===== src/common/tfc_pkg.sv =====
/*
  Package for the transmit framer with CRC generator: register indices,
  field positions, reset values, CRC presets and polynomials, carrier types.
  Assumes a 32-bit APB slave where byte address = 4 * register index.
*/
`default_nettype none
package tfc_pkg;
  // Register indices, byte address is four times the index
  localparam logic [7:0] IDX_FRAME_CFG = 8'h18;
  localparam logic [7:0] IDX_CRC_CFG   = 8'h19;
  localparam logic [7:0] IDX_TX_DATA   = 8'h20;
  localparam logic [7:0] IDX_TX_CTRL   = 8'h21;
  // Frame config fields
  localparam int FC_START_LSB = 6;
  localparam int FC_LAST_LSB  = 3;
  localparam int FC_FIRST_LSB = 0;
  // Checksum config fields
  localparam int CC_PRESET_LSB = 16;
  localparam int CC_SKIP_BIT   = 6;
  localparam int CC_SEL_LSB    = 3;
  localparam int CC_TYPE_BIT   = 2;
  localparam int CC_INV_BIT    = 1;
  localparam int CC_EN_BIT     = 0;
  // Control and status fields
  localparam int CT_START_BIT = 0;
  localparam int CT_LEN_LSB   = 8;
  localparam int ST_BUSY_BIT  = 0;
  localparam int ST_EMPTY_BIT = 1;
  localparam int ST_FULL_BIT  = 2;
  // Reset values
  localparam logic [7:0]  FRAME_CFG_RST = 8'h00;
  localparam logic [22:0] CRC_CFG_RST   = 23'h00_0000;
  // Checksum presets, polynomials and widths
  localparam logic [2:0]  SEL_USER     = 3'h7;
  localparam logic [15:0] PRESET_0     = 16'h0000;
  localparam logic [15:0] PRESET_1     = 16'h6363;
  localparam logic [15:0] PRESET_2     = 16'hA671;
  localparam logic [15:0] PRESET_3     = 16'hFFFF;
  localparam logic [15:0] PRESET_4     = 16'h0012;
  localparam logic [15:0] PRESET_5     = 16'hE012;
  localparam logic [15:0] CRC16_POLY   = 16'h8408;
  localparam logic [4:0]  CRC5_POLY    = 5'h12;
  localparam logic [4:0]  CRC16_BITS   = 5'h10;
  localparam logic [4:0]  CRC5_BITS    = 5'h05;
  // Timing and sizes
  localparam int BIT_DIV    = 128;
  localparam int FIFO_DEPTH = 32;
  localparam int BYTE_W     = 8;

  typedef struct packed {
    logic [1:0] start_sym;
    logic [2:0] last_bits;
    logic [2:0] first_bits;
  } tfc_frame_cfg_t;

  typedef struct packed {
    logic [15:0] preset;
    logic        skip;
    logic [2:0]  sel;
    logic        crc5;
    logic        inv;
    logic        en;
  } tfc_crc_cfg_t;

  typedef struct packed {
    logic       sym_strobe;
    logic [1:0] sym;
    logic       bit_strobe;
    logic       bit_val;
    logic       active;
  } tfc_tx_out_t;

  typedef enum logic [1:0] {
    ST_IDLE = 2'b00,
    ST_SOF  = 2'b01,
    ST_DATA = 2'b11,
    ST_CRC  = 2'b10
  } tfc_state_t;
endpackage
`default_nettype wire


===== src/design/tfc_fifo.sv =====
/*
  Synchronous FIFO with valid/ready on both sides.
  Assumes a single clock and an asynchronous active-low reset.
*/
`timescale 1ns/1ps
`default_nettype none
module tfc_fifo #(
  parameter int W = 8,
  parameter int D = 32
) (
  // Clock and reset
  input  wire logic         clk,
  input  wire logic         rst_n,
  // Fill side
  input  wire logic         in_valid,
  output logic              in_ready,
  input  wire logic [W-1:0] in_data,
  // Drain side
  output logic              out_valid,
  input  wire logic         out_ready,
  output logic [W-1:0]      out_data
);
  localparam int AW = $clog2(D);
  logic [W-1:0] mem [D];
  logic [AW:0]  wr_q;
  logic [AW:0]  rd_q;
  logic         full;
  logic         empty;

  assign empty     = (wr_q == rd_q);
  assign full      = (wr_q[AW] != rd_q[AW]) && (wr_q[AW-1:0] == rd_q[AW-1:0]);
  assign in_ready  = !full;
  assign out_valid = !empty;
  assign out_data  = mem[rd_q[AW-1:0]];

  always_ff @(posedge clk) begin
    if (in_valid && !full) begin
      mem[wr_q[AW-1:0]] <= in_data;
    end
  end

  always_ff @(posedge clk or negedge rst_n) begin
    if (!rst_n) begin
      wr_q <= '0;
    end else if (in_valid && !full) begin
      wr_q <= wr_q + 1'b1;
    end
  end

  always_ff @(posedge clk or negedge rst_n) begin
    if (!rst_n) begin
      rd_q <= '0;
    end else if (out_ready && !empty) begin
      rd_q <= rd_q + 1'b1;
    end
  end
endmodule
`default_nettype wire


===== src/design/tfc_crc.sv =====
/*
  Bit-serial checksum register, 16-bit or 5-bit, reflected, LSB first.
  Assumes init and step never coincide; init wins if they do.
*/
`timescale 1ns/1ps
`default_nettype none
module tfc_crc (
  // Clock and reset
  input  wire logic        clk,
  input  wire logic        rst_n,
  // Control
  input  wire logic        init,
  input  wire logic [15:0] init_val,
  input  wire logic        crc5,
  input  wire logic        step,
  input  wire logic        din,
  // Result
  output logic [15:0]      crc_q
);
  logic fb16;
  logic fb5;
  assign fb16 = crc_q[0] ^ din;
  assign fb5  = crc_q[0] ^ din;

  always_ff @(posedge clk or negedge rst_n) begin
    if (!rst_n) begin
      crc_q <= 16'h0000;
    end else if (init) begin
      crc_q <= init_val;
    end else if (step && crc5) begin
      crc_q <= {11'h000, ({1'b0, crc_q[4:1]}
               ^ (fb5 ? tfc_pkg::CRC5_POLY : 5'h00))}; // RL8
    end else if (step) begin
      crc_q <= {1'b0, crc_q[15:1]}
               ^ (fb16 ? tfc_pkg::CRC16_POLY : 16'h0000); // RL11
    end
  end
endmodule
`default_nettype wire


===== src/design/tfc_tx_encoder.sv =====
/*
  Transmit framer: APB registers, byte FIFO, start symbol, trims, checksum.
  Assumes an APB master on pclk; modulator samples tx_o on its strobes.
*/
// Added by the designer: the APB register port.
// Functional notes
// (RL1) Start field picks no start symbol or symbol pattern 0, 1 or 2.
// (RL2) Last-bits field trims the end of the final byte; zero sends all.
// (RL3) First-bits field trims the start of the first byte; zero sends all.
// (RL4) Sixteen-bit user preset is the start value when selector is 111b.
// (RL5) Skip bit leaves the first byte out of the checksum.
// (RL6) Selector picks fixed presets 0000h,6363h,A671h,FFFFh,0012h,E012h.
// (RL7) Five-bit checksum starts from the low byte of the preset only.
// (RL8) Type bit: zero makes a 16-bit checksum, one a 5-bit checksum.
// (RL9) Complement bit sends the checksum inverted.
// (RL10) Enable bit adds the checksum to the frame; off by reset.
// (RL11) 16-bit checksum is CCITT reflected, LSB first, after the data.
// (RL12) Reserved register bits read zero and ignore writes.
`timescale 1ns/1ps
`default_nettype none
module tfc_tx_encoder #(
  parameter int BIT_DIV    = tfc_pkg::BIT_DIV,
  parameter int FIFO_DEPTH = tfc_pkg::FIFO_DEPTH
) (
  // Clock and reset
  input  wire logic        pclk,
  input  wire logic        presetn,
  // APB slave
  input  wire logic        psel,
  input  wire logic        penable,
  input  wire logic        pwrite,
  input  wire logic [11:0] paddr,
  input  wire logic [31:0] pwdata,
  output logic             pready,
  output logic [31:0]      prdata,
  output logic             pslverr,
  // Toward the modulator
  output tfc_pkg::tfc_tx_out_t tx_o
);
  tfc_pkg::tfc_frame_cfg_t fcfg_q;
  tfc_pkg::tfc_crc_cfg_t   ccfg_q;
  tfc_pkg::tfc_frame_cfg_t fsnap_q;
  tfc_pkg::tfc_crc_cfg_t   csnap_q;
  tfc_pkg::tfc_state_t     state_q;
  tfc_pkg::tfc_tx_out_t    tx_q;
  logic [31:0] rdata_q;
  logic [7:0]  nbytes_q;
  logic [7:0]  bcnt_q;
  logic [15:0] div_q;
  logic        tick;
  logic        have_q;
  logic        first_act_q;
  logic        last_act_q;
  logic [7:0]  sh_q;
  logic [3:0]  idx_q;
  logic [3:0]  end_q;
  logic [4:0]  cidx_q;
  logic [15:0] crc_val;
  logic        crc_bit;
  logic        setup;
  logic        acc;
  logic        hit_data;
  logic        mapped;
  logic        wr_done;
  logic        go;
  logic        fifo_in_ready;
  logic        fifo_ov;
  logic [7:0]  fifo_od;
  logic        load;
  logic        ld_first;
  logic        ld_last;
  logic        data_tick;
  logic        byte_done;
  logic [4:0]  crc_len;

  function automatic logic idx_is(input logic [11:0] a,
                                  input logic [7:0] idx);
    idx_is = (a[11:2] == {2'b00, idx}) && (a[1:0] == 2'b00);
  endfunction
  function automatic logic [15:0] preset_of(input tfc_pkg::tfc_crc_cfg_t c);
    logic [15:0] p;
    case (c.sel)
      3'h0: p = tfc_pkg::PRESET_0; // RL6
      3'h1: p = tfc_pkg::PRESET_1;
      3'h2: p = tfc_pkg::PRESET_2;
      3'h3: p = tfc_pkg::PRESET_3;
      3'h4: p = tfc_pkg::PRESET_4;
      3'h5: p = tfc_pkg::PRESET_5;
      tfc_pkg::SEL_USER: p = c.preset; // RL4
      default: p = tfc_pkg::PRESET_0;
    endcase
    // Five-bit mode keeps only the low byte
    preset_of = c.crc5 ? {8'h00, p[7:0]} : p; // RL7
  endfunction

  // APB decode; data writes stall while the FIFO is full
  assign setup    = psel && !penable;
  assign acc      = psel && penable;
  assign hit_data = idx_is(paddr, tfc_pkg::IDX_TX_DATA);
  assign mapped   = idx_is(paddr, tfc_pkg::IDX_FRAME_CFG)
                 || idx_is(paddr, tfc_pkg::IDX_CRC_CFG)
                 || hit_data || idx_is(paddr, tfc_pkg::IDX_TX_CTRL);
  assign pready   = !(acc && pwrite && hit_data) || fifo_in_ready;
  assign pslverr  = acc && !mapped;
  assign prdata   = rdata_q;
  assign wr_done  = acc && pwrite && pready && mapped;
  assign go       = wr_done && idx_is(paddr, tfc_pkg::IDX_TX_CTRL)
                 && pwdata[tfc_pkg::CT_START_BIT]
                 && (state_q == tfc_pkg::ST_IDLE);

  always_ff @(posedge pclk or negedge presetn) begin
    if (!presetn) begin
      fcfg_q <= tfc_pkg::FRAME_CFG_RST;
    end else if (wr_done && idx_is(paddr, tfc_pkg::IDX_FRAME_CFG)) begin
      fcfg_q <= pwdata[7:0]; // RL12
    end
  end

  always_ff @(posedge pclk or negedge presetn) begin
    if (!presetn) begin
      ccfg_q <= tfc_pkg::CRC_CFG_RST;
    end else if (wr_done && idx_is(paddr, tfc_pkg::IDX_CRC_CFG)) begin
      ccfg_q <= {pwdata[31:tfc_pkg::CC_PRESET_LSB],
                 pwdata[tfc_pkg::CC_SKIP_BIT],
                 pwdata[tfc_pkg::CC_SEL_LSB+:3],
                 pwdata[tfc_pkg::CC_TYPE_BIT],
                 pwdata[tfc_pkg::CC_INV_BIT],
                 pwdata[tfc_pkg::CC_EN_BIT]}; // RL12
    end
  end

  // Read data captured in the setup cycle, reserved bits zero
  always_ff @(posedge pclk or negedge presetn) begin
    if (!presetn) begin
      rdata_q <= 32'h0000_0000;
    end else if (setup) begin
      rdata_q <= 32'h0000_0000;
      if (idx_is(paddr, tfc_pkg::IDX_FRAME_CFG)) begin
        rdata_q[7:0] <= fcfg_q; // RL12
      end
      if (idx_is(paddr, tfc_pkg::IDX_CRC_CFG)) begin
        rdata_q[31:16] <= ccfg_q.preset;
        rdata_q[6:0]   <= {ccfg_q.skip, ccfg_q.sel, ccfg_q.crc5,
                           ccfg_q.inv, ccfg_q.en}; // RL12
      end
      if (idx_is(paddr, tfc_pkg::IDX_TX_CTRL)) begin
        rdata_q[tfc_pkg::CT_LEN_LSB+:8]  <= nbytes_q;
        rdata_q[tfc_pkg::ST_BUSY_BIT]  <= (state_q != tfc_pkg::ST_IDLE);
        rdata_q[tfc_pkg::ST_EMPTY_BIT] <= !fifo_ov;
        rdata_q[tfc_pkg::ST_FULL_BIT]  <= !fifo_in_ready;
      end
    end
  end

  tfc_fifo #(.W(tfc_pkg::BYTE_W), .D(FIFO_DEPTH)) u_fifo (
    .clk       (pclk),
    .rst_n     (presetn),
    .in_valid  (acc && pwrite && hit_data),
    .in_ready  (fifo_in_ready),
    .in_data   (pwdata[7:0]),
    .out_valid (fifo_ov),
    .out_ready (load),
    .out_data  (fifo_od)
  );

  // Bit-rate enable from the clock divider
  always_ff @(posedge pclk or negedge presetn) begin
    if (!presetn) begin
      div_q <= 16'h0000;
    end else if (div_q == 16'(BIT_DIV - 1)) begin
      div_q <= 16'h0000;
    end else begin
      div_q <= div_q + 16'h0001;
    end
  end
  assign tick = (div_q == 16'h0000);

  // Byte fetch; FIFO underrun simply stalls the frame
  assign load      = (state_q == tfc_pkg::ST_DATA) && !have_q && fifo_ov
                  && (bcnt_q != nbytes_q);
  assign ld_first  = (bcnt_q == 8'h00);
  assign ld_last   = (bcnt_q == nbytes_q - 8'h01);
  assign data_tick = (state_q == tfc_pkg::ST_DATA) && have_q && tick;
  assign byte_done = data_tick && (idx_q + 4'h1 >= end_q);
  assign crc_len   = csnap_q.crc5 ? tfc_pkg::CRC5_BITS
                                  : tfc_pkg::CRC16_BITS; // RL8
  assign crc_bit   = crc_val[cidx_q[3:0]];

  always_ff @(posedge pclk or negedge presetn) begin
    if (!presetn) begin
      fsnap_q  <= tfc_pkg::FRAME_CFG_RST;
      csnap_q  <= tfc_pkg::CRC_CFG_RST;
      nbytes_q <= 8'h00;
    end else if (go) begin
      fsnap_q  <= fcfg_q;
      csnap_q  <= ccfg_q;
      nbytes_q <= pwdata[tfc_pkg::CT_LEN_LSB+:8];
    end
  end
  always_ff @(posedge pclk or negedge presetn) begin
    if (!presetn) begin
      have_q      <= 1'b0;
      sh_q        <= 8'h00;
      idx_q       <= 4'h0;
      end_q       <= 4'h8;
      bcnt_q      <= 8'h00;
      first_act_q <= 1'b0;
      last_act_q  <= 1'b0;
    end else if (go) begin
      have_q <= 1'b0;
      bcnt_q <= 8'h00;
    end else if (load) begin
      have_q      <= 1'b1;
      sh_q        <= fifo_od;
      bcnt_q      <= bcnt_q + 8'h01;
      first_act_q <= ld_first;
      last_act_q  <= ld_last;
      idx_q       <= (ld_first && fsnap_q.first_bits != 3'h0)
                   ? 4'h8 - {1'b0, fsnap_q.first_bits} : 4'h0; // RL3
      end_q       <= (ld_last && fsnap_q.last_bits != 3'h0)
                   ? {1'b0, fsnap_q.last_bits} : 4'h8; // RL2
    end else if (byte_done) begin
      have_q <= 1'b0;
    end else if (data_tick) begin
      idx_q <= idx_q + 4'h1;
    end
  end

  tfc_crc u_crc (
    .clk      (pclk),
    .rst_n    (presetn),
    .init     (go),
    .init_val (preset_of(ccfg_q)),
    .crc5     (csnap_q.crc5),
    .step     (data_tick && !(first_act_q && csnap_q.skip)), // RL5
    .din      (sh_q[idx_q[2:0]]),
    .crc_q    (crc_val)
  );

  // Frame sequencer
  always_ff @(posedge pclk or negedge presetn) begin
    if (!presetn) begin
      state_q <= tfc_pkg::ST_IDLE;
      cidx_q  <= 5'h00;
    end else begin
      case (state_q)
        tfc_pkg::ST_IDLE: begin
          cidx_q <= 5'h00;
          if (go) begin
            state_q <= tfc_pkg::ST_SOF;
          end
        end
        tfc_pkg::ST_SOF: begin
          if (tick) begin
            state_q <= tfc_pkg::ST_DATA;
          end
        end
        tfc_pkg::ST_DATA: begin
          if ((byte_done && last_act_q) || nbytes_q == 8'h00) begin
            state_q <= csnap_q.en ? tfc_pkg::ST_CRC
                                  : tfc_pkg::ST_IDLE; // RL10
          end
        end
        tfc_pkg::ST_CRC: begin
          if (tick) begin
            cidx_q <= cidx_q + 5'h01;
            if (cidx_q == crc_len - 5'h01) begin
              state_q <= tfc_pkg::ST_IDLE; // RL8
            end
          end
        end
        default: state_q <= tfc_pkg::ST_IDLE;
      endcase
    end
  end

  // Registered outputs toward the modulator
  always_ff @(posedge pclk or negedge presetn) begin
    if (!presetn) begin
      tx_q <= '0;
    end else begin
      tx_q.sym_strobe <= 1'b0;
      tx_q.bit_strobe <= 1'b0;
      tx_q.active     <= (state_q != tfc_pkg::ST_IDLE);
      if (state_q == tfc_pkg::ST_SOF && tick
          && fsnap_q.start_sym != 2'b00) begin
        tx_q.sym_strobe <= 1'b1;
        tx_q.sym        <= fsnap_q.start_sym - 2'b01; // RL1
      end
      if (data_tick) begin
        tx_q.bit_strobe <= 1'b1;
        tx_q.bit_val    <= sh_q[idx_q[2:0]];
      end
      if (state_q == tfc_pkg::ST_CRC && tick) begin
        tx_q.bit_strobe <= 1'b1;
        tx_q.bit_val    <= crc_bit ^ csnap_q.inv; // RL9 RL11
      end
    end
  end
  assign tx_o = tx_q;

  a_sof_pattern: assert property (@(posedge pclk) disable iff (!presetn) // RL1
    tx_q.sym_strobe |-> tx_q.sym == $past(fsnap_q.start_sym) - 2'b01)
    else $error("start symbol pattern mismatch");
  a_sof_none: assert property (@(posedge pclk) disable iff (!presetn) // RL1
    (state_q == tfc_pkg::ST_SOF && tick && fsnap_q.start_sym == 2'b00)
    |=> !tx_q.sym_strobe)
    else $error("start symbol sent while disabled");
  a_last_trim: assert property (@(posedge pclk) disable iff (!presetn) // RL2
    (load && ld_last && fsnap_q.last_bits != 3'h0)
    |=> end_q == {1'b0, $past(fsnap_q.last_bits)})
    else $error("last byte length wrong");
  a_first_trim: assert property (@(posedge pclk) disable iff (!presetn) // RL3
    (load && ld_first && fsnap_q.first_bits != 3'h0)
    |=> idx_q == 4'h8 - {1'b0, $past(fsnap_q.first_bits)})
    else $error("first byte start bit wrong");
  a_user_preset: assert property (@(posedge pclk) disable iff (!presetn) // RL4
    (go && ccfg_q.sel == tfc_pkg::SEL_USER && !ccfg_q.crc5)
    |=> crc_val == $past(ccfg_q.preset))
    else $error("user preset not loaded");
  a_skip_first: assert property (@(posedge pclk) disable iff (!presetn) // RL5
    (data_tick && first_act_q && csnap_q.skip) |=> $stable(crc_val))
    else $error("first byte entered checksum");
  a_fix_preset: assert property (@(posedge pclk) disable iff (!presetn) // RL6
    (go && ccfg_q.sel == 3'h2 && !ccfg_q.crc5) |=> crc_val == 16'hA671)
    else $error("fixed preset wrong");
  a_crc5_init: assert property (@(posedge pclk) disable iff (!presetn) // RL7
    (go && ccfg_q.crc5) |=> crc_val[15:8] == 8'h00)
    else $error("five-bit preset uses high byte");
  a_crc_width: assert property (@(posedge pclk) disable iff (!presetn) // RL8
    (state_q == tfc_pkg::ST_CRC) |-> cidx_q < crc_len)
    else $error("checksum longer than its type");
  a_crc_invert: assert property (@(posedge pclk) disable iff (!presetn) // RL9
    (state_q == tfc_pkg::ST_CRC && tick)
    |=> tx_q.bit_val == ($past(crc_bit) ^ csnap_q.inv))
    else $error("checksum bit polarity wrong");
  a_crc_off: assert property (@(posedge pclk) disable iff (!presetn) // RL10
    (state_q == tfc_pkg::ST_CRC) |-> csnap_q.en)
    else $error("checksum sent while disabled");
  a_rsvd_zero: assert property (@(posedge pclk) disable iff (!presetn) // RL12
    (setup && idx_is(paddr, tfc_pkg::IDX_FRAME_CFG)) |=> prdata[31:8] == 0)
    else $error("reserved bits read non-zero");
endmodule
`default_nettype wire


===== config.mk =====
export PLATFORM = sky130hd
export DESIGN_NAME = tfc_tx_encoder
export DESIGN_NICKNAME = d
export VERILOG_FILES = /design/src/common/tfc_pkg.sv /design/src/design/tfc_fifo.sv /design/src/design/tfc_crc.sv /design/src/design/tfc_tx_encoder.sv
export SDC_FILE = /design/constraint.sdc
export NUM_CORES = 1
export LEC_CHECK = 0
export ABC_AREA = 1
export BUFFER_PORTS_ARGS = -buffer_cell sky130_fd_sc_hd__buf_4
export CORE_UTILIZATION = 40
export CTS_BUF_LIST = sky130_fd_sc_hd__clkbuf_8
export CTS_CLUSTER_SIZE = 16
export DETAILED_ROUTE_END_ITERATION = 7
export PLACE_DENSITY = 0.64
export SYNTH_ARGS = -nofsm -noshare
export SYNTH_HDL_FRONTEND = slang
export SYNTH_SLANG_ARGS = --single-unit

===== constraint.sdc =====
create_clock -name pclk -period 6.35 [get_ports pclk]
set_clock_uncertainty 0.1 [all_clocks]
set_input_delay 0 -clock pclk [delete_from_list [all_inputs] [get_ports pclk]]
set_output_delay 0 -clock pclk [all_outputs]
set_load 0.02 [all_outputs]

After elaboration in Yosys (flattened, before gate mapping)
Memory sizes are Yosys's and may differ from the RTL's. A register that Yosys moved wholly into a read port is not among the register bits.
Cells that the tools add are included.
{ "totals": {"mem_bits_ro": 0, "inputBits": 49, "regBits": 159, "ramBits": 256, "latch_bits": 0, "memories": 1, "word_cells": 188, "output_inout_bits": 40} }
{ "mem_list": {"columns": ["memory", "depth", "word_bits", "rd", "rd_clocked_by_memory_dff", "wr", "line_no", "source"], "rows": [
  ["u_fifo.mem", 32, 8, 1, 1, 1, "tfc_fifo.sv:24", "logic [W-1:0] mem [D];"]
]} }
{ "classes": {"div": 0, "eq_ne": 26, "n_mul": 0, "addsub": 10, "shifts": 0, "reduce_logical": 66, "magnitude_cmp": 3, "mux": 42, "bitwise_logic": 5} }
{ "ops": {"columns": ["op", "count"], "rows": [
  ["$mux 16", 7],
  ["$pmux 16 s6", 1],
  ["$logic_and 1x1->1", 34],
  ["$mux 8", 4],
  ["$eq 10x5->1 const B", 2],
  ["$eq 10x6->1 const B", 2],
  ["$mux 4", 5],
  ["$add 16x1->16 const B", 1],
  ["$eq 16x7->1 const B", 1],
  ["$logic_not 16->1", 1],
  ["$logic_not 8->1", 2],
  ["$mux 2", 8],
  ["$xor 15x16->16", 1],
  ["$mux 5", 3],
  ["$add 6x1->6 const B", 2],
  ["$reduce_bool 2->1", 6],
  ["$reduce_bool 3->1", 4],
  ["$eq 5x5->1", 2],
  ["$pmux 5 s2", 1],
  ["$eq 3x3->1 const B", 3],
  ["$add 8x1->8 const B", 1],
  ["$eq 8x8->1", 1],
  ["$logic_not 1->1", 8],
  ["$ne 2x2->1 const B", 4],
  ["other kinds (31)", 48]
]} }

Logic depth before layout (Yosys ltp)
Gate-level depths: netlist (run 1).
{ "depth": {"word_depth": 12, "ltp_mapped": 15, "ltp_nobuf": 14} }

Hierarchy
A second synthesis (run 1) with hierarchy kept.
{ "unflattened": {"cells_unflattened": 2057, "hier_area_um2": 19595.0} }
{ "modules_own_cells": {"columns": ["module", "cells_each", "area_per_inst_um2", "seq_area_each_um2", "n_inst"], "rows": [
  ["tfc_fifo", 1032, 11275.8, 7987.7, 1],
  ["tfc_tx_encoder", 926, 7503.4, 3479.6, 1],
  ["tfc_crc", 99, 815.8, 400.4, 1]
]} }

Worst setup path before layout (run 1)
Ideal clock, no wire load.
{ "synth_path": {"kind": "reg-to-reg", "start": "reg u_fifo.wr_q[3]", "end": "mem u_fifo.mem[23][0], enable pin", "required_time_ns": 5.867, "setup_time_ns": 0.383, "path_stages_with_launch": 11, "n_path_buf": 1, "t_arrival_ns": 1.833, "period_less_slack_ns": 2.317, "path_slack_ns": 4.033, "cell_sequence": "dfrtp_1 > buf_2 > inv_2 > nand2_1 > nand2_1 > nor2_2 > nand4_1 > nand2_1 > nor2_1 > nand2_1 > nor3_1"} }
{ "synth_between": {"elab_chain_len": 6} }
{ "synth_lines": {"columns": ["item", "line_no", "source"], "rows": [
  ["start, declared", "tfc_fifo.sv:25", "logic [AW:0] wr_q;"],
  ["start signal, assigned", "tfc_fifo.sv:46", "wr_q <= wr_q + 1'b1;"],
  ["$eq 5x5->1", "tfc_fifo.sv:31", "assign full = (wr_q[AW] != rd_q[AW]) && (wr_q[AW-1:0] == rd_q[AW-1:0]);"],
  ["$logic_and 1x1->1", "tfc_fifo.sv:31", null],
  ["$logic_not 1->1", "tfc_fifo.sv:37", "if (in_valid && !full) begin"],
  ["$logic_and 1x1->1", "tfc_fifo.sv:37", null],
  ["$mux 1", "tfc_fifo.sv:37", null],
  ["$mux 1 (not written as such)", "tfc_fifo.sv:38", "mem[wr_q[AW-1:0]] <= in_data;"],
  ["end, declared", "tfc_fifo.sv:24", null]
]} }
Several ways; a longest one is shown, not always the timed one.

Worst setup path in the final report (run 1)
{ "layout_path": {"start": "in paddr[10]", "end": "mem u_fifo.mem[31][6], enable pin"} }
{ "layout_between": {"elab_chain_len": 6} }
{ "layout_lines": {"columns": ["item", "line_no", "source"], "rows": [
  ["start, declared", "tfc_tx_encoder.sv:32", "input wire logic [11:0] paddr,"],
  ["$eq 10x6->1", "tfc_tx_encoder.sv:78", "idx_is = (a[11:2] == {2'b00, idx}) && (a[1:0] == 2'b00);"],
  ["$logic_and 1x1->1", "tfc_tx_encoder.sv:78", null],
  ["$logic_and 1x1->1", "tfc_tx_encoder.sv:158", ".in_valid (acc && pwrite && hit_data),"],
  ["$logic_and 1x1->1", "tfc_fifo.sv:37", null],
  ["$mux 1", "tfc_fifo.sv:37", null],
  ["$mux 1 (not written as such)", "tfc_fifo.sv:38", null]
]} }
No other way between the ends.

==> results of run 1 <==
## cells in the mapped netlist
library cell  number
o21ai_2            1
buf_4              3
a31oi_1           10
nor3_2             5
buf_1              2
nand4_1           32
inv_1            163
o211ai_1          19
buf_6              2
o221ai_1          26
ha_1              19
a21oi_1           28
nand2_4            1
nand2_2            3
dfrtp_1          166
clkinv_1           2
clkbuf_1          58
o22ai_1           42
edfxtp_1         256
nor2_1           266
o31ai_1           19
a22oi_1            1
inv_2             12
nor4_1             2
nand3_2            5
nor2b_1            1
nor2_2            10
xnor2_1            7
nor2_4             5
o21ai_1           45
or2_2              4
xor2_1            27
nor3_1            22
dfstp_2            1
o21ai_0          193
o21bai_1           2
nand2_1          296
nand3_1           95
buf_2             19
nand3b_1           4
nand4_2            2
## repair_timing
action                    CTS  global route
hold endpoints to repair  494             0
hold buffers               59             0
setup buffers               0             0
## cells by family after synthesis
logic type | Yosys count
AOI/OAI and AO/OA | 386
xor gates and xnor gates | 34
adders and majority gates | 19
buffers and inverters | 261
DFF | 423
and+or+nand+nor | 753
## state kept, by name (all words and copies together) (netlist names), 5 cells and up
name         count
u_fifo.mem     256
prdata          32
ccfg_q          23
div_q           16
u_crc.crc_q     16
bcnt_q           8
fcfg_q           8
fsnap_q          8
nbytes_q         8
sh_q             8
tx_o             6
u_fifo.rd_q      6
u_fifo.wr_q      6
cidx_q           5
## worst reg2reg max path, delay by kind of cell (launching register included)
family        cells  cell delay [ps]
buf+inv           3              960
flops             1              380
simple gates      8             1830
## power by group
| group | internal [mW] | total, mW | switching, mW |
|---|---|---|---|
| sequential | 2.93 | 2.93 | 0.00137 |
| combinational | 0.0545 | 0.151 | 0.0961 |
| clock | 1.20 | 2.31 | 1.12 |
## cell type report
cell class                 instances  area (um^2)
multi-input combinational       1192         5980
clock inverter                    50          290
inverter                         177          666
sequential                       423        11900
fill                            4315        24600
clock buffer                      76         1050
timing repair buffer             156         1330
tap                              607          759
## per-layer routing
layer  part of all wire  vias to the layer above  GRT usage
met2               0.46                      584      0.318
met1               0.44                     6969      0.289
li1                   -                     6773          -
met5                  0                        -          0
met3              0.076                      113     0.0492
met4              0.030                        0     0.0729
## through the flow
| step | std cells | utilization |
|---|---|---|
| finish | 2681 | 0.471 |
| global route | 2681 | 0.471 |
| CTS | 2681 | 0.471 |
| detailed placement | 2496 | 0.430 |
| global placement | 2496 | 0.430 |
| floorplan | 1876 | - |
## worst max-delay path by stage
stage / start / to / slack [ps] / cells past startpoint
2_1_floorplan: u_fifo.wr_q[3]$_DFFE_PN0P_ / u_fifo.mem[23][0]$_DFFE_PP_ / 4030 / 10
3_3_place_gp: u_fifo.rd_q[1]$_DFFE_PN0P_ / u_fifo.mem[31][0]$_DFFE_PP_ / 2750 / 11
3_5_place_dp: u_fifo.rd_q[1]$_DFFE_PN0P_ / u_fifo.mem[31][0]$_DFFE_PP_ / 2640 / 11
4_1_cts: paddr[10] / u_fifo.mem[31][6]$_DFFE_PP_ / 2610 / 13
5_1_grt: paddr[10] / u_fifo.mem[31][3]$_DFFE_PP_ / 2250 / 13
6_report: paddr[10] / u_fifo.mem[31][6]$_DFFE_PP_ / 2460 / 13
==> impl_metrics.toml, run 1 <==
[run_status]
outcome = "finished, final reports clean"

[sta]
fmax_mhz = 257
hold_violations = 0
setup_violations = 0
rsz0062_at_grt = "false"
setup_ws_ps = 2460
relSlewSlack = 0.187
fin_crit_sh = 0.612
drv_slew = 0
tightestPinTransition_ps = 1210
holdWs_ps = 67.3
fin_crit_ps = 3890
fin_tns_setup_ps = 0

[yosys]
ys_warn_count = 0
yosys.area_share.simple = 0.172
synth_fa_ha_area_frac = 0.0126
syn_avg_cell_area_um2 = 10.1
syn_inst = 1876
syn_nets = 1944
synthesis.area_um2 = 18900
synth_top_area_cell = "edfxtp_1"
synth_top_area_share = 0.407
yosysSeqAreaShare = 0.629
muxShareOfSynthArea = 0
synth_top_family_by_area = "simple AND/OR/NAND/NOR gates"
synth_cell_types = 41
synthXorXnorAreaFrac = 0.0158
synth_area_leaders = "edfxtp_1 41%, dfrtp_1 22%, nand2_1 5.9%"
synth-compound-area-share = 0.117
ys_ff_latch = 423

[clocking]
ctsLongestPathBuffers = 3
cts_tree = "built"
cts-root-buf = "clkbuf_8"
path_clk_slew_ps = 60
cts_resized = 0
cts_buffers = 71
ctsHtreeMaxLevel = 3
clk_latency_ps = 650
cts.sinks = 423

[worst_setup_path]
crit_path_start_kind = "input port"
reg2reg_depth = 11
cp_common_cell = "dlygate4sd3_1"
crit_family = "buffers and inverters"
r2r-start = "u_fifo.rd_q[1]$_DFFE_PN0P_"
worstPathArrival_ps = 4040
crit-reg2reg-capture = "u_fifo.mem[31][6]$_DFFE_PP_"
worstPathRequired_ps = 6510
worst-setup-path-type = "in2reg"
end_kind = "register"
regToRegSetupSlack_ps = 2690
cp_num_buf_inv = 5
crit_fanout = 8
worstPathCellList = "dlygate4sd3_1 -> buf_4 -> nor2_4 -> dlygate4sd3_1 -> nand2_2 -> dlygate4sd3_1 -> nor2_1 -> nand3_1 -> inv_1 -> nand2_1 -> nor2_1 -> nand2_1 -> nor3_1"
critPathSlowestCell = "nor3_1"
slowest_delay_ps = 940

[global_route]
grt_start_max_net_pins = 85
grt_pass1_vias = 14000
overflow = 0
grt_pass1_wl_um = 77400
antenna_found_initial = 0
track_usage = 0.208

[placement]
dp_slack_ps = 2640
place_hpwl_um = 31200
portBuffers = 88
place_area_um2 = 20000
routabilityCongestion = 0.875

[cells_and_area]
insertedDiodeCount = 0
area_delta_synth_final_pct = 16.3
final_area_um2 = 21900
nets = 2089
layout_common_cells = "296 x nand2_1, 266 x nor2_1, 256 x edfxtp_1, 193 x o21ai_0, 185 x inv_1"
layout-drive-gt1-share = 0.117
final_common_cell = "nand2_1"

[detailed_routing]
wirelength_um = 49000
first_pass_iters = 5
route.detailed.drc = 0
ant_nets = 0
vias = 14400
drt-wirelength-per-cell_um = 18.3
via_per_inst = 5.39
drt_iter0_markers = 1487

[pwr]
p_per_area_nw_per_um2 = 246
peakVddDrop_mv = 0.196
leakage_nw = 8.81
finalPower_mw = 5.39

[job]
maxCapViolCount = 0

[floorplanning]
core-area_um2 = 46600
start_util = 0.405
die_h_um = 219
die_area_um2 = 48100
fp-row-count = 79
fp.dieW_um = 219
ios = 89

[hold_path]
min_path_cells = 4
hold_start = "pwdata[19]"
whs_endpoint = "ccfg_q[10]$_DFFE_PN0P_"
hold_path.class = "in2reg"
Note: power is estimated with default switching activity, not from simulation.
==> run 2: changes to the inputs <==
Settings changed: PLACE_DENSITY 0.64 to 0.66.
Clock period 6.35 ns to 3.4 ns, I/O delays scaled along.
==> impl_metrics.toml, run 2 (same netlist as run 1, synthesis figures left out) <==
[run_status]
outcome = "finished, final reports clean"

[detailed_routing]
drt-wirelength-per-cell_um = 18.5
route.detailed.drc = 0
vias = 14500
wirelength_um = 50000
via_per_inst = 5.37
drt_iter0_markers = 1337
ant_nets = 0
first_pass_iters = 6

[cells_and_area]
fin_cells = 2699
area_delta_synth_final_pct = 17.1
nets = 2102
final_util = 0.475
final_common_cell = "nand2_1"
final_area_um2 = 22100
layout-drive-gt1-share = 0.125
layout_common_cells = "296 x nand2_1, 266 x nor2_1, 256 x edfxtp_1, 193 x o21ai_0, 187 x inv_1"
largest_reg_flops = 256

[worst_setup_path]
worstPathArrival_ps = 3430
end_kind = "register"
worstPathRequired_ps = 3560
critPathSlowestCell = "nor2_1"
reg2reg_depth = 9
crit_path_start_kind = "input port"
slowest_delay_ps = 690
worst-setup-path-type = "in2reg"
crit_fanout = 8
worstPathCellList = "dlygate4sd3_1 -> buf_4 -> nor2_4 -> dlygate4sd3_1 -> nand2_2 -> nor2_1 -> nand3_1 -> inv_1 -> nand2_1 -> inv_1 -> nand2_1 -> nor2_1"

[floorplanning]
start_util = 0.405
ios = 89
fp.dieW_um = 219
core-area_um2 = 46600
fp-row-count = 79
die_area_um2 = 48100
die_h_um = 219

[sta]
setup_violations = 0
fin_tns_setup_ps = 0
tightestPinTransition_ps = 955
hold_violations = 0
fin_crit_ps = 3270
drv_slew = 0
fmax_mhz = 306
rsz0062_at_grt = "false"
relSlewSlack = 0.363
fin_crit_sh = 0.963

[global_route]
grt_pass1_wl_um = 77400
grt_pass1_vias = 13900
grt_start_max_net_pins = 131
antenna_found_initial = 2
track_usage = 0.210
overflow = 0

[clocking]
ctsHtreeMaxLevel = 3
cts_buffers = 71
cts-root-buf = "clkbuf_8"
cts.sinks = 423
ctsLongestPathBuffers = 3
post_cts_buffers = 0
path_clk_slew_ps = 60
cts_tree = "built"
clk_latency_ps = 640

[hold_path]
hold_path.class = "in2reg"
min_path_cells = 4

[pwr]
leakage_nw = 8.94
p_per_area_nw_per_um2 = 459
peakVddDrop_mv = 0.490

[job]
maxCapViolCount = 0

[placement]
routabilityCongestion = 0.933
placed_cells = 2513
place_area_um2 = 20200
portBuffers = 88
place_hpwl_um = 32100
[run 2: changes by cell type in the layout (fill, tap and decap cells not counted), moves of 2 or more]
cell / before / now
inv_8: 3 / 0
diode_2: 0 / 2
dlygate4sd3_1: 58 / 55
buf_4: 96 / 111
inv_1: 185 / 187
clkbuf_8: 76 / 81
[run 2: final timing paths]
kind | startpoint | to | slack, ps
max reg2reg | u_fifo.rd_q[2]$_DFFE_PN0P_ | u_fifo.mem[5][2]$_DFFE_PP_ | 490
max | paddr[1] | u_fifo.mem[5][2]$_DFFE_PP_ | 130
min | pwdata[22] | ccfg_q[13]$_DFFE_PN0P_ | 60
max in group asynchronous | presetn | prdata[24]$_DFFE_PN0P_ | 1820
min in group asynchronous | presetn | nbytes_q[0]$_DFFE_PN0N_ | 460
min reg2reg | div_q[0]$_DFF_PN0_ | div_q[0]$_DFF_PN0_ | 360
[run 2: area by class of cell]
| cell class | instances | area, um^2 |
|---|---|---|
| repair buffers | 169 | 1440 |
| flip-flops and latches | 423 | 11900 |
| inverters | 177 | 666 |
| fillers | 4231 | 24400 |
| well taps | 607 | 759 |
| clock buffers | 81 | 1110 |
| clock inverters | 48 | 264 |
| diodes | 2 | 5.00 |
| multi-input cells | 1192 | 5990 |
[run 2: stage by stage]
step	hold WS [ps]	setup WS (ps)	power, mW
6_report	63.0	127	10.1
5_1_grt	50.2	25.3	10.5
4_1_cts	2.34	49.0	10.2
3_5_place_dp	74.8	551	5.80
3_3_place_gp	66.5	651	5.80
2_1_floorplan	-396	1080	5.62
[run 2: layer usage]
layer / wire (um) / GRT usage / vias to the layer above
met4: 1490 / 0.0769 / 0
met2: 23100 / 0.332 / 548
met3: 3420 / 0.0474 / 100
met1: 21900 / 0.283 / 7045
li1: - / - / 6791
met5: 0 / 0 / -
[run 2: worst max-delay path: cells and delay by family]
kind / cells / cell delay [ps]
buf+inv: 5 / 1580
simple gates: 7 / 1830
[run 2: what timing repair did]
item,in CTS,in global routing
hold endpoints to repair,448,0
endpoints found under the setup margin,0,6
gates resized for setup,0,2
hold buffers,55,0
[run 2: report_power, final]
part	internal (mW)	switching [mW]	leakage, nW	total (mW)
registers	5.47	0.00278	4.48	5.47
clock network	2.34	2.06	0.793	4.40
logic	0.0977	0.178	3.66	0.275
total	7.90	2.24	8.94	10.1
==> run 3: changes to the inputs <==
Settings changed: CORE_UTILIZATION 40 to 28, PLACE_DENSITY 0.66 to 0.52.
==> impl_metrics.toml, run 3 (same netlist as run 1, synthesis figures left out) <==
[detailed_routing]
highest_layer = "met4"
m1WireLength_um = 24100
wl_met2_um = 23800
wirelength_um = 51900
drt-wirelength-per-cell_um = 17.4
route.detailed.drc = 0
route.met3.wl_um = 2650
vias = 14300
ant_nets = 0
via_per_inst = 4.79
first_pass_iters = 5
drt_iter0_markers = 1051

[global_route]
antenna_found_initial = 0
track_usage = 0.151
overflow = 0
grt_pass1_vias = 14000
grt_pass1_wl_um = 80100
grt_start_max_net_pins = 131

[cells_and_area]
nets = 2127
insertedDiodeCount = 0
final_area_um2 = 22600
final_common_cell = "nand2_1"
layout-drive-gt1-share = 0.126
multiInputGateArea_um2 = 6000
layout_common_cells = "296 x nand2_1, 262 x nor2_1, 256 x edfxtp_1, 193 x o21ai_0, 192 x inv_1"
final_util = 0.341
fin_cells = 2978
final-seq-area_um2 = 11900
largest_reg_flops = 256
fillers = 6741
area_delta_synth_final_pct = 19.7

[job]
maxCapViolCount = 0

[worst_setup_path]
worstPathArrival_ps = 3750
worstPathRequired_ps = 3830
crit_path_start_kind = "input port"
regToRegSetupSlack_ps = 330
worst-setup-path-type = "in2reg"
end_kind = "register"
crit_fanout = 22

[run_status]
outcome = "finished, final reports clean"

[sta]
setup_violations = 0
relSlewSlack = 0.318
fmax_mhz = 301
setup_ws_ps = 79.9
fin_crit_ps = 3320
hold_violations = 0
tightestPinTransition_ps = 1020
rsz0062_at_grt = "true"
fin_crit_sh = 0.976
holdWs_ps = 59.0
drv_slew = 0
fin_tns_setup_ps = 0

[placement]
place_hpwl_um = 33300
portBuffers = 88
dp_slack_ps = 591
placed_cells = 2777
place_area_um2 = 20500
routabilityCongestion = 0.890

[floorplanning]
fp.dieW_um = 262
die_area_um2 = 68500
start_util = 0.285
core-area_um2 = 66200
fp-row-count = 94
ios = 89
die_h_um = 262

[pwr]
leakage_nw = 9.00
peakVddDrop_mv = 0.313
p_per_area_nw_per_um2 = 442
finalPower_mw = 9.99

[clocking]
ctsLongestPathBuffers = 3
cts_tree = "built"
ctsHtreeMaxLevel = 3
path_clk_slew_ps = 60
cts_buffers = 71
cts-root-buf = "clkbuf_8"
clk_latency_ps = 640
cts.sinks = 423

[hold_path]
hold_path.class = "in2reg"
[run 3: worst max-delay path: stages]
cell and delay (ps):
dlygate4sd3_1 540, buf_4 140, nor2_4 130, dlygate4sd3_1 600, nand2_2 100, nor2_2 180, nand2_2 50, buf_4 220
nand2_1 100, nor2_1 50, nor2_2 140, nand4_4 180, nor2_1 150, dlygate4sd3_1 570, a21oi_1 40, dlygate4sd3_1 550
[run 3: layer usage]
metal  track usage  vias to the layer above
met5             0                        -
met4        0.0507                        0
met3        0.0260                       96
met2         0.238                      377
met1         0.209                     6953
li1              -                     6847
[run 3: final timing paths]
kind                                             from                       to  depth (start not counted)
max in group asynchronous                     presetn   ccfg_q[16]$_DFFE_PN0P_                          4
setup / recovery                            paddr[10]  nbytes_q[4]$_DFFE_PN0N_                         16
min in group asynchronous                     presetn     end_q[3]$_DFFE_PN1P_                          3
setup reg to reg           u_fifo.wr_q[3]$_DFFE_PN0P_  nbytes_q[4]$_DFFE_PN0N_                         12
hold / removal                             pwdata[16]    ccfg_q[7]$_DFFE_PN0P_                          4
hold reg to reg                    div_q[0]$_DFF_PN0_       div_q[0]$_DFF_PN0_                          1
[run 3: repair_timing]
action                                  4_1_cts  5_1_grt
endpoints found under the setup margin        0       69
hold endpoints to repair                    504        0
gates resized for setup                       0        5
hold buffers                                 69        0
buffers inserted                              0        4
[run 3: power breakdown]
group          internal [mW]  switching, mW
clock                   2.16           2.08
sequential              5.47        0.00254
combinational          0.104          0.175
[run 3: final cells by class]
| cell class | count | area share |
|---|---|---|
| sequential | 423 | 0.526 |
| multi-input combinational | 1192 | 0.266 |
| timing repair buffer | 194 | 0.0742 |
| tap | 864 | 0.0479 |
| clock buffer | 77 | 0.0469 |
| inverter | 177 | 0.0295 |
| clock inverter | 51 | 0.0104 |
